<file path="src/verilog/cmpbr_pkg.sv">
// package: flag layout, opcodes, cycle counts and carrier types
package cmpbr_pkg;
    // flags register location and bit positions
    localparam logic [7:0] FLAGS_ADDR = 8'hD5;
    localparam int FLAG_C = 7;
    localparam int FLAG_Z = 6;
    localparam int FLAG_S = 5;
    localparam int FLAG_V = 4;
    localparam int FLAG_D = 3;
    localparam int FLAG_H = 2;
    localparam logic [7:0] FLAGS_RESET = 8'h00;
    // operation codes presented by the decoder
    localparam logic [1:0] OP_COM = 2'h0;
    localparam logic [1:0] OP_CMP = 2'h1;
    localparam logic [1:0] OP_CIBE = 2'h2;
    localparam logic [1:0] OP_CIBU = 2'h3;
    // execution lengths in core cycles
    localparam logic [4:0] CYC_COM = 5'h04;
    localparam logic [4:0] CYC_CMP = 5'h04;
    localparam logic [4:0] CYC_BR_TAKEN = 5'h12;
    localparam logic [4:0] CYC_BR_NOT = 5'h10;

    // instruction request from the decoder
    typedef struct packed {
        logic [1:0] op;
        logic [7:0] dst_val;
        logic [7:0] src_val;
        logic [7:0] ptr_val;
        logic [7:0] disp;
        logic [15:0] pc;
    } exec_req_t;

    // committed results
    typedef struct packed {
        logic dst_we;
        logic [7:0] dst_val;
        logic ptr_we;
        logic [7:0] ptr_val;
        logic pc_we;
        logic [15:0] pc;
        logic [7:0] flags;
    } exec_res_t;
endpackage : cmpbr_pkg
</file>
<file path="src/verilog/cmpbr_exec.sv">
// execution unit for complement, compare and compare-increment-branch
`timescale 1ns/10ps
module cmpbr_exec
    import cmpbr_pkg::*;
(
    // clock and reset
    input wire logic CLK_SYS_I,
    input wire logic RST_I,
    // instruction request
    input wire logic START_I,
    input wire exec_req_t REQ_I,
    input wire logic [7:0] FLAGS_I,
    // status and results
    output logic BUSY_O,
    output logic DONE_O,
    output exec_res_t RES_O,
    output logic [7:0] FLAGS_ADDR_O
);
    typedef enum logic [2:0] {
        ST_IDLE = 3'b001,
        ST_RUN = 3'b010,
        ST_DONE = 3'b100
    } state_t;

    state_t state_q, state_d;
    logic [4:0] cnt_q;
    exec_res_t res_q, res_pend_q;
    logic done_q;

    // shared arithmetic
    wire [7:0] inv_val = ~REQ_I.dst_val;
    wire [8:0] diff9 = {1'b0, REQ_I.dst_val} - {1'b0, REQ_I.src_val};
    wire [7:0] diff = diff9[7:0];
    wire borrow = diff9[8];
    wire ovf = (REQ_I.dst_val[7] != REQ_I.src_val[7]) &&
        (diff[7] != REQ_I.dst_val[7]);
    wire diff_zero = (diff == 8'h00);
    wire is_com = (REQ_I.op == OP_COM);
    wire is_cmp = (REQ_I.op == OP_CMP);
    wire is_br = REQ_I.op[1];
    wire br_take = (REQ_I.op == OP_CIBE) ? diff_zero : !diff_zero;
    wire [15:0] disp_ext = {{8{REQ_I.disp[7]}}, REQ_I.disp};
    wire [15:0] br_target = REQ_I.pc + disp_ext;
    wire [4:0] cyc_len = is_br ? (br_take ? CYC_BR_TAKEN : CYC_BR_NOT) :
        (is_com ? CYC_COM : CYC_CMP);

    // flag formation
    logic [7:0] flags_new;
    always_comb begin
        flags_new = FLAGS_I;
        if (is_com) begin
            flags_new[FLAG_S] = inv_val[7];
            flags_new[FLAG_Z] = (inv_val == 8'h00);
            flags_new[FLAG_V] = 1'b0;
        end else if (is_cmp) begin
            flags_new[FLAG_C] = borrow;
            flags_new[FLAG_Z] = diff_zero;
            flags_new[FLAG_S] = diff[7];
            flags_new[FLAG_V] = ovf;
        end
    end

    // result formation
    exec_res_t res_new;
    always_comb begin
        res_new = '0;
        res_new.flags = flags_new;
        res_new.dst_we = is_com;
        res_new.dst_val = is_com ? inv_val : REQ_I.dst_val;
        res_new.ptr_we = is_br;
        res_new.ptr_val = REQ_I.ptr_val + 8'h01;
        res_new.pc_we = is_br && br_take;
        res_new.pc = br_target;
    end

    // state machine: results held until last cycle, then committed
    wire accept = (state_q == ST_IDLE) && START_I;
    wire last = (state_q == ST_RUN) && (cnt_q == 5'h01);
    always_comb begin
        case (state_q)
            ST_IDLE: state_d = START_I ? ST_RUN : ST_IDLE;
            ST_RUN: state_d = (cnt_q == 5'h01) ? ST_DONE : ST_RUN;
            ST_DONE: state_d = ST_IDLE;
            default: state_d = ST_IDLE;
        endcase
    end

    // sequencing registers
    always_ff @(posedge CLK_SYS_I) begin
        if (RST_I) begin
            state_q <= ST_IDLE;
            cnt_q <= 5'h00;
            res_pend_q <= '0;
            res_q <= '0;
            done_q <= 1'b0;
        end else begin
            state_q <= state_d;
            if (accept) begin
                // full length loaded so done lands on edge N
                cnt_q <= cyc_len;
                res_pend_q <= res_new;
            end else if (state_q == ST_RUN) begin
                cnt_q <= cnt_q - 5'h01;
            end
            done_q <= last;
            if (last) begin
                res_q <= res_pend_q;
            end else begin
                res_q.dst_we <= 1'b0;
                res_q.ptr_we <= 1'b0;
                res_q.pc_we <= 1'b0;
            end
        end
    end

    // busy until the commit cycle has passed
    logic busy_q;
    always_ff @(posedge CLK_SYS_I) begin
        if (RST_I) begin
            busy_q <= 1'b0;
        end else begin
            busy_q <= (state_d != ST_IDLE);
        end
    end

    logic [7:0] faddr_q;
    always_ff @(posedge CLK_SYS_I) begin
        if (RST_I) begin
            faddr_q <= FLAGS_ADDR;
        end else begin
            faddr_q <= FLAGS_ADDR;
        end
    end

    assign BUSY_O = busy_q;
    assign DONE_O = done_q;
    assign RES_O = res_q;
    assign FLAGS_ADDR_O = faddr_q;

    // start accepted to done pulse, with held request snapshot
    logic [4:0] len_q;
    logic [5:0] age_q;
    logic [1:0] op_q;
    logic [7:0] fin_q;
    logic [7:0] dst_q;
    logic [7:0] src_q;
    logic [7:0] ptr_q;
    logic [7:0] disp_q;
    logic [15:0] pc_q;
    always_ff @(posedge CLK_SYS_I) begin
        if (RST_I) begin
            len_q <= 5'h00;
            age_q <= 6'h00;
            op_q <= 2'h0;
            fin_q <= 8'h00;
            dst_q <= 8'h00;
            src_q <= 8'h00;
            ptr_q <= 8'h00;
            disp_q <= 8'h00;
            pc_q <= 16'h0000;
        end else if (accept) begin
            len_q <= cyc_len;
            age_q <= 6'h01;
            op_q <= REQ_I.op;
            fin_q <= FLAGS_I;
            dst_q <= REQ_I.dst_val;
            src_q <= REQ_I.src_val;
            ptr_q <= REQ_I.ptr_val;
            disp_q <= REQ_I.disp;
            pc_q <= REQ_I.pc;
        end else if (age_q != 6'h00 && age_q != 6'h3F) begin
            age_q <= age_q + 6'h01;
        end
    end

    // independent references, formed apart from the datapath above
    wire [8:0] chk_sdiff = {dst_q[7], dst_q} - {src_q[7], src_q};
    wire chk_ovf = (chk_sdiff[8] != chk_sdiff[7]);
    wire signed [15:0] chk_tgt = $signed(pc_q) + $signed(disp_q);

    // done arrives after the counted cycles
    done_timing_a: assert property (
        @(posedge CLK_SYS_I) disable iff (RST_I)
        $rose(done_q) |-> age_q == {1'b0, len_q} + 6'h01)
        else $error("done not at instruction length");
    br_flags_a: assert property (
        @(posedge CLK_SYS_I) disable iff (RST_I)
        done_q && op_q[1] |-> res_q.flags == fin_q)
        else $error("branch changed flags");
    ptr_inc_a: assert property (
        @(posedge CLK_SYS_I) disable iff (RST_I)
        done_q |-> res_q.ptr_we == op_q[1])
        else $error("pointer write mismatch");
    ptr_value_a: assert property (
        @(posedge CLK_SYS_I) disable iff (RST_I)
        done_q && op_q[1] |-> res_q.ptr_val == ptr_q + 8'h01)
        else $error("pointer value wrong");
    cmp_nowrite_a: assert property (
        @(posedge CLK_SYS_I) disable iff (RST_I)
        done_q && op_q == OP_CMP |-> !res_q.dst_we && !res_q.pc_we)
        else $error("compare wrote a result");
    cmp_carry_a: assert property (
        @(posedge CLK_SYS_I) disable iff (RST_I)
        done_q && op_q == OP_CMP |-> res_q.flags[FLAG_C] == (src_q > dst_q))
        else $error("compare carry wrong");
    // compare zero sign overflow, decimal and half kept
    cmp_flags_a: assert property (
        @(posedge CLK_SYS_I) disable iff (RST_I)
        done_q && op_q == OP_CMP |-> res_q.flags[FLAG_Z] == (dst_q == src_q)
        && res_q.flags[FLAG_S] == chk_sdiff[7] && res_q.flags[FLAG_V] ==
        chk_ovf && res_q.flags[FLAG_D] == fin_q[FLAG_D] &&
        res_q.flags[FLAG_H] == fin_q[FLAG_H])
        else $error("compare flags wrong");
    com_value_a: assert property (
        @(posedge CLK_SYS_I) disable iff (RST_I)
        done_q && op_q == OP_COM |-> res_q.dst_we && res_q.dst_val == ~dst_q)
        else $error("complement value wrong");
    com_flags_a: assert property (
        @(posedge CLK_SYS_I) disable iff (RST_I)
        done_q && op_q == OP_COM |-> !res_q.flags[FLAG_V] &&
        res_q.flags[FLAG_C] == fin_q[FLAG_C] &&
        res_q.flags[FLAG_D] == fin_q[FLAG_D] &&
        res_q.flags[FLAG_H] == fin_q[FLAG_H])
        else $error("complement flags wrong");
    com_sz_a: assert property (
        @(posedge CLK_SYS_I) disable iff (RST_I)
        done_q && op_q == OP_COM |-> res_q.flags[FLAG_S] ==
        res_q.dst_val[7] && res_q.flags[FLAG_Z] == (res_q.dst_val == 8'h00))
        else $error("complement sign or zero wrong");
    // equal branch taken only on equal operands
    br_equal_a: assert property (
        @(posedge CLK_SYS_I) disable iff (RST_I)
        done_q && op_q == OP_CIBE |-> res_q.pc_we == (dst_q == src_q))
        else $error("equal branch decision wrong");
    // unequal branch taken only on differing operands
    br_unequal_a: assert property (
        @(posedge CLK_SYS_I) disable iff (RST_I)
        done_q && op_q == OP_CIBU |-> res_q.pc_we == (dst_q != src_q))
        else $error("unequal branch decision wrong");
    br_target_a: assert property (
        @(posedge CLK_SYS_I) disable iff (RST_I)
        done_q && res_q.pc_we |-> res_q.pc == chk_tgt)
        else $error("branch target wrong");
    br_len_a: assert property (
        @(posedge CLK_SYS_I) disable iff (RST_I)
        done_q && op_q[1] |->
        len_q == (res_q.pc_we ? CYC_BR_TAKEN : CYC_BR_NOT))
        else $error("branch length wrong");
    commit_only_a: assert property (
        @(posedge CLK_SYS_I) disable iff (RST_I)
        !done_q |-> !res_q.dst_we && !res_q.ptr_we && !res_q.pc_we)
        else $error("commit outside done");
    // done is a single cycle pulse
    done_pulse_a: assert property (
        @(posedge CLK_SYS_I) disable iff (RST_I)
        done_q |=> !done_q)
        else $error("done longer than one cycle");
    busy_done_a: assert property (
        @(posedge CLK_SYS_I) disable iff (RST_I)
        done_q |-> busy_q)
        else $error("busy low during commit");
    faddr_a: assert property (
        @(posedge CLK_SYS_I) disable iff (RST_I)
        !$past(RST_I) |-> faddr_q == FLAGS_ADDR)
        else $error("flags address wrong");

    cov_com_c: cover property (@(posedge CLK_SYS_I) done_q && op_q == OP_COM);
    cov_cmp_c: cover property (@(posedge CLK_SYS_I) done_q && op_q == OP_CMP);
    cov_take_c: cover property (@(posedge CLK_SYS_I) done_q && res_q.pc_we);
    cov_fall_c: cover property (@(posedge CLK_SYS_I)
        done_q && op_q[1] && !res_q.pc_we);
endmodule : cmpbr_exec

</file>
<file path="config.mk">
export PLATFORM = sky130hd
export DESIGN_NAME = cmpbr_exec
export DESIGN_NICKNAME = d
export VERILOG_FILES = /design/src/verilog/cmpbr_pkg.sv /design/src/verilog/cmpbr_exec.sv
export SDC_FILE = /design/constraint.sdc
export NUM_CORES = 1
export LEC_CHECK = 0
export BUFFER_PORTS_ARGS = -buffer_cell sky130_fd_sc_hd__buf_4
export CORE_ASPECT_RATIO = 0.5
export CORE_MARGIN = 2
export CORE_UTILIZATION = 46
export CTS_BUF_LIST = sky130_fd_sc_hd__clkbuf_4 sky130_fd_sc_hd__clkbuf_8
export CTS_CLUSTER_DIAMETER = 120
export DETAILED_ROUTE_END_ITERATION = 12
export PLACE_DENSITY = 0.7
export SYNTH_ARGS = -nofsm -noshare
export SYNTH_HDL_FRONTEND = slang
export SYNTH_SLANG_ARGS = --single-unit
export TNS_END_PERCENT = 20
</file>
<file path="constraint.sdc">
create_clock -name CLK_SYS_I -period 2.5 [get_ports CLK_SYS_I]
set_clock_uncertainty 0.15 [all_clocks]
set_input_delay 0.25 -clock CLK_SYS_I [delete_from_list [all_inputs] [get_ports CLK_SYS_I]]
set_output_delay 0.25 -clock CLK_SYS_I [all_outputs]
set_load 0.02 [all_outputs]
</file>
==> results of run 1 <==
[logic make-up after synthesis]
kind of cell | count (synthesis) | share of synthesized area [%]
adder cells (fa/ha/maj) | 27 | 7.22
AO/OA/AOI/OAI | 148 | 19.0
XOR/XNOR | 22 | 4.03
buffers and inverters | 61 | 5.59
AND/OR/NAND/NOR | 247 | 23.5
multiplexers | 2 | 0.418
other | 2 | 0.157
flip-flops | 96 | 40.2
[metrics by stage]
stage	hold slack [ns]	util [%]	cells	area (µm²)
after floorplan	0.196	-	611	4810
after global placement	0.287	55.9	823	5670
after detailed placement	0.294	55.9	823	5670
after CTS	0.0101	58.8	845	5970
after global routing	0.0146	58.8	845	5970
final	0.0277	58.8	845	5970
[worst min path at each step]
stage                                 from                           to  slack (ns)  depth (start not counted)
3_3_place_gp   res_pend_q[35]$_SDFFE_PP0P_       RES_O[35]$_SDFFE_PP0P_        0.29                          2
5_1_grt                          REQ_I[29]  res_pend_q[30]$_SDFFE_PP0P_        0.01                          3
3_5_place_dp   res_pend_q[26]$_SDFFE_PP0P_       RES_O[26]$_SDFFE_PP0P_        0.29                          2
4_1_cts                          REQ_I[29]  res_pend_q[30]$_SDFFE_PP0P_        0.01                          3
2_1_floorplan                    REQ_I[24]  res_pend_q[25]$_SDFFE_PP0P_        0.20                          1
6_report                         REQ_I[29]  res_pend_q[30]$_SDFFE_PP0P_        0.03                          3
[layout by cell type (no fill, tap or decap), types with 3 or more instances in the layout]
cell,Yosys,routed
conb_1,2,8
or3_1,7,7
ha_1,26,26
o21ai_0,17,17
xnor2_1,17,17
nand3_1,17,17
nand2_1,122,122
a21oi_1,74,74
dfxtp_1,96,96
nor2b_1,3,3
and3_1,8,8
clkbuf_8,0,11
inv_1,18,18
nor2_1,46,46
nor3_1,9,9
nand3b_1,3,3
o221ai_1,3,3
nor3b_1,4,4
and2_1,3,3
a21o_1,6,6
buf_4,8,114
nand4_1,5,5
a31oi_1,4,4
o21a_1,3,3
nand2b_1,7,7
xor2_1,5,5
dlygate4sd3_1,0,7
a211oi_1,23,23
[critical path: stages, from the launching register on]
cell     delay (ns)
dfxtp_1        0.33
inv_1          0.07
ha_1           0.13
nor4b_1        0.47
and2_1         0.22
buf_4          0.31
nand2_1        0.11
a21oi_1        0.14
[registers in the layout (all words and copies together) (netlist names)]
register,cells
BUSY_O,1
res_pend_q,43
state_q,3
RES_O,43
DONE_O,1
cnt_q,5
[layout make-up]
cell class / count / share of cell area, %
Multi-Input combinational cell: 454 / 44.1
Sequential cell: 96 / 32.2
Timing Repair Buffer: 122 / 15.8
Tap cell: 140 / 2.93
Clock buffer: 11 / 2.54
Clock inverter: 4 / 1.28
Inverter: 18 / 1.13
[power by group through the flow]
stage	Combinational, µW	Clock [µW]	Sequential, µW
final	604	1170	1640
after global routing	678	1240	1650
after CTS	605	1190	1640
after detailed placement	594	0	1680
after global placement	586	0	1680
after floorplan	415	0	1670
[routing by layer]
metal / routed length, µm / vias to the layer above
met1: 5480 / 2046
met3: 626 / 10
li1: - / 2265
met2: 5250 / 104
met4: 96 / 0
met5: 0 / -
==> metrics.txt, run 1 <==
Worst-Skew Late Latency=around 0.37 ns; Sw Pwr=922 µW; final wirelength=approximately 11 mm; Place WS=0.141 ns; Worst Slack Setup Final=0.478 ns; area share of the largest cell type after synthesis=40.2%; M1 GR Usage=27.6%; die width=148 µm; final setup vio count=0; min cycle time layout=approximately 2 ns; Max VDD drop=0.278 mV; Critical Path AT=2.17 ns; DRC=0; vias in the first global route=4,080; r2r endpoint=RES_O[9]$_SDFFE_PP0P_; Seq pwr share=48.1%; Top Ports=114; grt ovf=0; final hold violation count=0; Via density=5.24; first-pass GRT wire length=19.1 mm; R2R cell count=7; Max FO, Critical Path=30; GR Util met3=4.25%; Critical path origin=cnt_q[1]$_SDFFE_PP0P_; vias after detailed routing=roughly 4,400; Overall Power=roughly 3400 µW; Mapped Cells=605; switching part of the total=between 20% and 30%; Area contributors post-synth=dfxtp_1, nand2_1, a21oi_1, ha_1, a211oi_1; Pint=2490 µW; share of post-route cells with drive strength above 1=a little under 20%; R2R Setup Slk=between 0.4 and 0.5 ns; Seq/Total Area, Yosys=about two fifths; 1st-iter DRT viols=235; Nets=789; Lkg Pwr=0.00247 µW; Final Wtd Congestion=0.847; Reg area=0.00192 mm²; Logic pwr share=17.7%; RR Startpoint=cnt_q[1]$_SDFFE_PP0P_; Post-synth EDFFs=0; pwr dens=571 mW/mm²; Synth-to-Final Area Change=24.8%; RSZ-0062 raised after global routing=no; # H-tree levels=3; clock share of power=34.2%; Initial Utilization=47.2%; largest net degree at the start of global routing=62; height of the die=76.1 µm; Total GRT Usage=between 20% and 30%; f_max=roughly 490 MHz; Clock transition at path regs=0.09 ns; First-pass DRT Iterations=5; average size of a mapped cell=7.91 µm²; Core Area=0.0101 mm²; post-route ant nets=0; Top FF cell, synth=dfxtp_1; Hold WC Path Type=in -> reg; Die ar.=0.0113 mm²; postcts setup bufs=0; ys async rst share=0%; status=completed; max-cap check violation count=0; Clock Root Buffer=clkbuf_8; met2 Use GR=roughly 34%; Layout fillers=947; Max Slew Vio Count=0; total clock sinks=96; initial antenna violation count=0; worst-case clock buffer depth=2; last element of the critical path=RES_O[9]$_SDFFE_PP0P_; busiest layer in global routing=met2; Worst slew margin=62.5%; Synth cell types=between 50 and 60; Commonest cells post-synth=nand2_1, dfxtp_1, a21oi_1; area leader, netlist=dfxtp_1; area of the multi-input gates=0.00263 mm²; Final Cycle Share=approximately four fifths; Synth warnings=0; DP HPWL=8.11 mm; cts hold-fix bufs=7; measured slew at the worst slew-check pin=0.554 ns; Crit. End Element=flop; CTS tree=built; Setup Crit Path Kind=reg -> reg; Port-buffer cells=between 100 and 150; wire length per cell=between 10 and 15 µm; post-cts resize count=0; Worst Path Required=2.65 ns; ANT cells=0; post-synthesis register bit count=between 90 and 100; most instantiated library cell after synthesis=nand2_1; Mapped Area=0.00479 mm²; Std-Cell Rows=26; Setup crit start kind=flop; total CTS buffers=9; setup_tns=0 ns
(Power assumes the default switching activity.)
==> run 2, diff against run 1 <==
==> constraint.sdc (replaced) <==
create_clock -name CLK_SYS_I -period 2.1 [get_ports CLK_SYS_I]
set_clock_uncertainty 0.15 [all_clocks]
set_input_delay 0.21 -clock CLK_SYS_I [delete_from_list [all_inputs] [get_ports CLK_SYS_I]]
set_output_delay 0.21 -clock CLK_SYS_I [all_outputs]
set_load 0.02 [all_outputs]
==> run 2 against run 1 <==
Effect of this change:
- register-to-register slack worse by 0.20 ns
- utilization up 2.2 points
- sequential share of layout area down 1.1 points
- sequential cell count unchanged
- final area up 3.7%
- count of clock-buffer cells in the layout down 2
- die area unchanged
- sequential power up 19%
- total power up 14%
- first-iteration DRC count down 12%
- via count up 2.3%
==> metrics.txt, run 2 (same netlist as run 1, synthesis figures left out) <==
initial antenna violation count=0; CP Cell Sequence=buf_4 -> inv_1 -> ha_1 -> nor3b_1 -> a2111oi_2 -> nor4b_1 -> o21ai_1 -> o21ai_0 -> o221ai_1; final setup vio count=0; Std-Cell Rows=26; Worst Slack Setup Final=0.207 ns; measured slew at the worst slew-check pin=0.536 ns; status=completed; r2r endpoint=RES_O[23]$_SDFFE_PP0P_; cts hold-fix bufs=12; post-cts resize count=0; Setup Crit Path Kind=in -> reg; Total GRT Usage=20.5%; Hold WC Path Type=in -> reg; Crit. End Element=flop; pwr dens=630 mW/mm²; most common cell after layout, fill and taps aside=buf_4; Clock Root Buffer=clkbuf_8; crit-path max cell delay=0.36 ns; setup_tns=0 ns; Nets=roughly 820; Layout fillers=916; ANT cells=0; critical path depth in cells=9; Place WS=-0.116 ns; max-cap check violation count=0; 1st-iter DRT viols=207; die width=between 100 and 150 µm; total clock sinks=96; slowest CP cell=ha_1; CP top delay family=compound AO/OA/AOI/OAI gates; Fin Hold WS=0.0158 ns; final non-filler cell total=879; RR Startpoint=cnt_q[1]$_SDFFE_PP0P_; Via density=5.15; final hold violation count=0; height of the die=76.1 µm; Worst Path Required=about 2.2 ns; First-pass DRT Iterations=5; # H-tree levels=3; Critical path origin=REQ_I[38]; Setup crit start kind=primary input; vias after detailed routing=approximately 4,500; Port-buffer cells=105; first-pass GRT wire length=~19 mm; Synth-to-Final Area Change=29.4%; wire length per cell=13.1 µm; RSZ-0062 raised after global routing=no; Clock transition at path regs=~0.1 ns; Core Area=0.0101 mm²; Max Slew Vio Count=0; Top Ports=around 110; min cycle time layout=~1.9 ns; Max FO, Critical Path=6; f_max=528 MHz; R2R Setup Slk=around 0.28 ns; DP HPWL=8.33 mm; Die ar.=0.0113 mm²; most frequent cells in the layout=buf_4, nand2_1, dfxtp_1, a21oi_1, nor2_1; Max VDD drop=about 0.30 mV; total CTS buffers=9; share of post-route cells with drive strength above 1=22.6%; post-route ant nets=0; crit path buf inv count=2; Critical Path AT=1.98 ns; grt ovf=0; CTS tree=built; last element of the critical path=res_pend_q[24]$_SDFFE_PP0P_; Worst slew margin=about 64%; postcts setup bufs=0; Worst-Skew Late Latency=0.37 ns; largest net degree at the start of global routing=44; DRC=0; Lkg Pwr=about 0.0026 µW; worst-case clock buffer depth=2; final wirelength=11.5 mm; vias in the first global route=slightly above 4,000; Final Cycle Share=90.1%; Cells after DPL=around 850; Initial Utilization=47.2%; R2R cell count=8; Final Wtd Congestion=slightly below 0.9
-- run 2: layout make-up --
cell class / count / area (µm²) / area share (%)
multi-input cells: 454 / 2630 / 42.5
repair buffers: 155 / 1210 / 19.5
clock buffers: 9 / 124 / 2.00
flip-flops and latches: 96 / 1920 / 31.0
clock inverters: 7 / 62.6 / 1.01
well taps: 140 / 175 / 2.83
inverters: 18 / 67.6 / 1.09
-- run 2: tightest hold or removal path, stage by stage --
cell and delay, ns:
buf_4 0.10, xnor2_1 0.12, a211oi_1 0.07
-- run 2: how the worst min path moves through the flow --
| stage | startpoint | end | slack, ns | depth (start not counted) |
|---|---|---|---|---|
| 5_1_grt | REQ_I[43] | res_pend_q[37]$_SDFFE_PP0P_ | 0.005 | 3 |
| 6_report | REQ_I[43] | res_pend_q[37]$_SDFFE_PP0P_ | 0.02 | 3 |
| 3_5_place_dp | REQ_I[24] | res_pend_q[25]$_SDFFE_PP0P_ | 0.27 | 2 |
| 4_1_cts | REQ_I[43] | res_pend_q[37]$_SDFFE_PP0P_ | 0.001 | 3 |
| 2_1_floorplan | REQ_I[24] | res_pend_q[25]$_SDFFE_PP0P_ | 0.16 | 1 |
| 3_3_place_gp | REQ_I[24] | res_pend_q[25]$_SDFFE_PP0P_ | 0.27 | 2 |
-- run 2: stage by stage --
step           util [%]  power (µW)  instance area (µm²)
6_report           61.0        3900                 6190
5_1_grt            61.0        4120                 6190
4_1_cts            61.0        3930                 6190
3_5_place_dp       58.0        2750                 5880
3_3_place_gp       58.0        2740                 5880
2_1_floorplan         -        2480                 4810
-- run 2: metal layers --
metal  vias to the layer above  global-route usage, %  wire, µm
met3                        10                   3.89       639
met4                         0                   4.86        86
met5                         -                      0         0
met1                      2065                   28.6      5620
li1                       2336                      -         -
met2                       117                   32.9      5190
-- run 2: where the power goes --
part | internal (µW) | switching [µW]
Sequential | 1910 | 45.5
Clock | 455 | 711
Combinational | 373 | 410
Total | 2740 | 1170
==> run 3, diff against run 2 <==
--- a/config.mk
+++ b/config.mk
@@ -5,8 +5,9 @@
 export SDC_FILE = /design/constraint.sdc
 export NUM_CORES = 1
 export LEC_CHECK = 0
+export ABC_AREA = 1
 export BUFFER_PORTS_ARGS = -buffer_cell sky130_fd_sc_hd__buf_4
-export CORE_ASPECT_RATIO = 0.5
+export CORE_ASPECT_RATIO = 1.75
 export CORE_MARGIN = 2
 export CORE_UTILIZATION = 46
 export CTS_BUF_LIST = sky130_fd_sc_hd__clkbuf_4 sky130_fd_sc_hd__clkbuf_8
==> run 3 against run 2 <==
Effect of this change:
- critical endpoint is now res_pend_q[13]$_SDFFE_PP0P_
- sequential power about the same
- largest cell class unchanged
- highest routed layer unchanged
- count of clock-buffer cells in the layout up 1
- critical path depth down 2
- total power up 1.5%
- register-to-register slack is essentially flat
- maximum frequency up 4.5%
- routed wire length grew 3.5%
==> metrics.txt, run 3 <==
Via density=5.14; Std-Cell Rows=50; R2R Setup Slk=a little under 0.3 ns; min-delay src=REQ_I[28]; CTS tree=built; Core Area=0.0106 mm²; Worst-Skew Late Latency=0.36 ns; Top FF cell, synth=dfxtp_1; First-pass DRT Iterations=5; Die ar.=0.0116 mm²; Mapped Area=0.00494 mm²; ANT cells=0; # H-tree levels=3; ys async rst share=0%; Port-buffer cells=105; Hold WC Path Type=in -> reg; Hold Crit Depth=5; R2R cell count=7; area share of the largest cell type after synthesis=about two fifths; Worst Path Required=2.26 ns; RSZ-0062 raised after global routing=no; Synth-to-Final Area Change=22.8%; first-pass GRT wire length=19.4 mm; area leader, netlist=dfxtp_1; Crit. End Element=flop; DRC=0; post-synthesis register bit count=96; Area contributors post-synth=dfxtp_1, nand2_1, inv_1, ha_1, nor2_1; Initial Utilization=between 40% and 50%; status=completed; Top Ports=between 100 and 150; grt ovf=0; post-route ant nets=0; post-cts resize count=0; Post-synth EDFFs=0; max-cap check violation count=0; Max VDD drop=approximately 0.3 mV; RR Startpoint=state_q[1]$_SDFF_PP0_; final setup vio count=0; Max Slew Vio Count=0; Clock Root Buffer=clkbuf_8; largest net degree at the start of global routing=50; pwr dens=652 mW/mm²; Mapped Cells=645; Layout fillers=a little over 1,000; height of the die=141 µm; die width=~80 µm; final wirelength=11.9 mm; Final Wtd Congestion=0.835; Synth cell types=50; Total GRT Usage=21.2%; Nets=~840; final core utilization=57.4%; most common cell after layout, fill and taps aside=buf_4; initial antenna violation count=0; f_max=552 MHz; final hold violation count=0; Clock transition at path regs=0.09 ns; wire length per cell=13.5 µm; Critical Path AT=1.97 ns; r2r endpoint=res_pend_q[13]$_SDFFE_PP0P_; vias in the first global route=roughly 4,400; total CTS buffers=9; most frequent cells in the layout=buf_4, dfxtp_1, nand2_1, inv_1, nor2_1; Commonest cells post-synth=dfxtp_1, nand2_1, inv_1; worst-case clock buffer depth=2; Lkg Pwr=0.00299 µW; vias after detailed routing=4,556; DP HPWL=9.02 mm; Setup Crit Path Kind=reg -> reg; most instantiated library cell after synthesis=dfxtp_1; total clock sinks=96; Synth warnings=0; 1st-iter DRT viols=around 150; min cycle time layout=around 1.8 ns; Setup crit start kind=flop; Seq/Total Area, Yosys=38.9%; Max FO, Critical Path=18; Final Cycle Share=86.2%; setup_tns=0 ns; hold path endpoint=res_pend_q[29]$_SDFFE_PP0P_; share of post-route cells with drive strength above 1=~23%; average size of a mapped cell=7.66 µm²
==> run 3: cell types whose count changed after synthesis, sizes merged, moves of 9 or more <==
cell	before	now
and3	9	0
nand2	122	99
a21oi	75	53
o21ai	18	67
nor2	48	85
clkbuf	27	7
a211oi	23	1
inv	18	96
nand3	17	28
o22ai	1	11
==> run 3: critical path, cell delays in order, from the launching register on <==
cell and delay (ns):
dfxtp_1 0.31, inv_1 0.14, nand4_4 0.26, nor2_8 0.29
inv_2 0.24, a21oi_1 0.17, o21ai_0 0.11, nand2_1 0.07
==> run 3: layout make-up <==
class	count	area [µm²]	area share (%)
Multi-Input combinational cell	430	2500	41.2
Sequential cell	96	1920	31.7
Timing Repair Buffer	118	916	15.1
Inverter	96	363	5.98
Tap cell	130	163	2.68
Clock buffer	10	138	2.27
Clock inverter	6	65.1	1.07
==> run 3: report_power, final <==
group / total [µW] / internal, µW / switching (µW)
sequential: 1940 / 1910 / 37.9
clock: 1230 / 588 / 640
combinational: 788 / 326 / 462
==> run 3: worst max-delay path by stage <==
stage | startpoint | endpoint | slack, ns
3_3_place_gp | REQ_I[4] | res_pend_q[22]$_SDFFE_PP0P_ | 0.22
3_5_place_dp | REQ_I[0] | res_pend_q[16]$_SDFFE_PP0P_ | 0.16
5_1_grt | state_q[0]$_SDFF_PP1_ | res_pend_q[15]$_SDFFE_PP0P_ | 0.11
2_1_floorplan | REQ_I[0] | res_pend_q[12]$_SDFFE_PP0P_ | 0.39
6_report | state_q[1]$_SDFF_PP0_ | res_pend_q[13]$_SDFFE_PP0P_ | 0.29
4_1_cts | state_q[0]$_SDFF_PP1_ | res_pend_q[13]$_SDFFE_PP0P_ | 0.23
==> run 3: through the flow <==
stage / std cells / cell area [µm²] / power, µW / hold WS, ns / setup WS, ns
after floorplan: 651 / 4960 / 2540 / 0.174 / 0.388
after global routing: 886 / 6070 / 4160 / 0.0203 / 0.105
after global placement: 863 / 5800 / 2740 / 0.279 / 0.218
after CTS: 886 / 6070 / 3980 / 0.000561 / 0.235
after detailed placement: 863 / 5800 / 2760 / 0.286 / 0.165
final: 886 / 6070 / 3960 / 0.0134 / 0.289
==> run 3: timing repair <==
item | 4_1_cts | 5_1_grt
buffers inserted | 0 | 0
endpoints found under the setup margin | 0 | 0
endpoints found under the hold margin | 7 | 0
hold buffers | 7 | 0
==> run 3: layer usage <==
layer	vias up	global-route usage [%]	routed length [µm]
met1	2130	23.3	4720
met3	22	3.14	480
met2	112	39.0	6450
li1	2292	-	-
met5	-	0	0
met4	0	8.68	295
==> run 3: kinds of logic after synthesis <==
kind of cell	share of synthesized area, %
xor+xnor	3.37
flops	38.9
simple gates	20.5
other cells	0.152
compound gates	19.2
fa+ha+maj	6.99
buf+inv	10.9
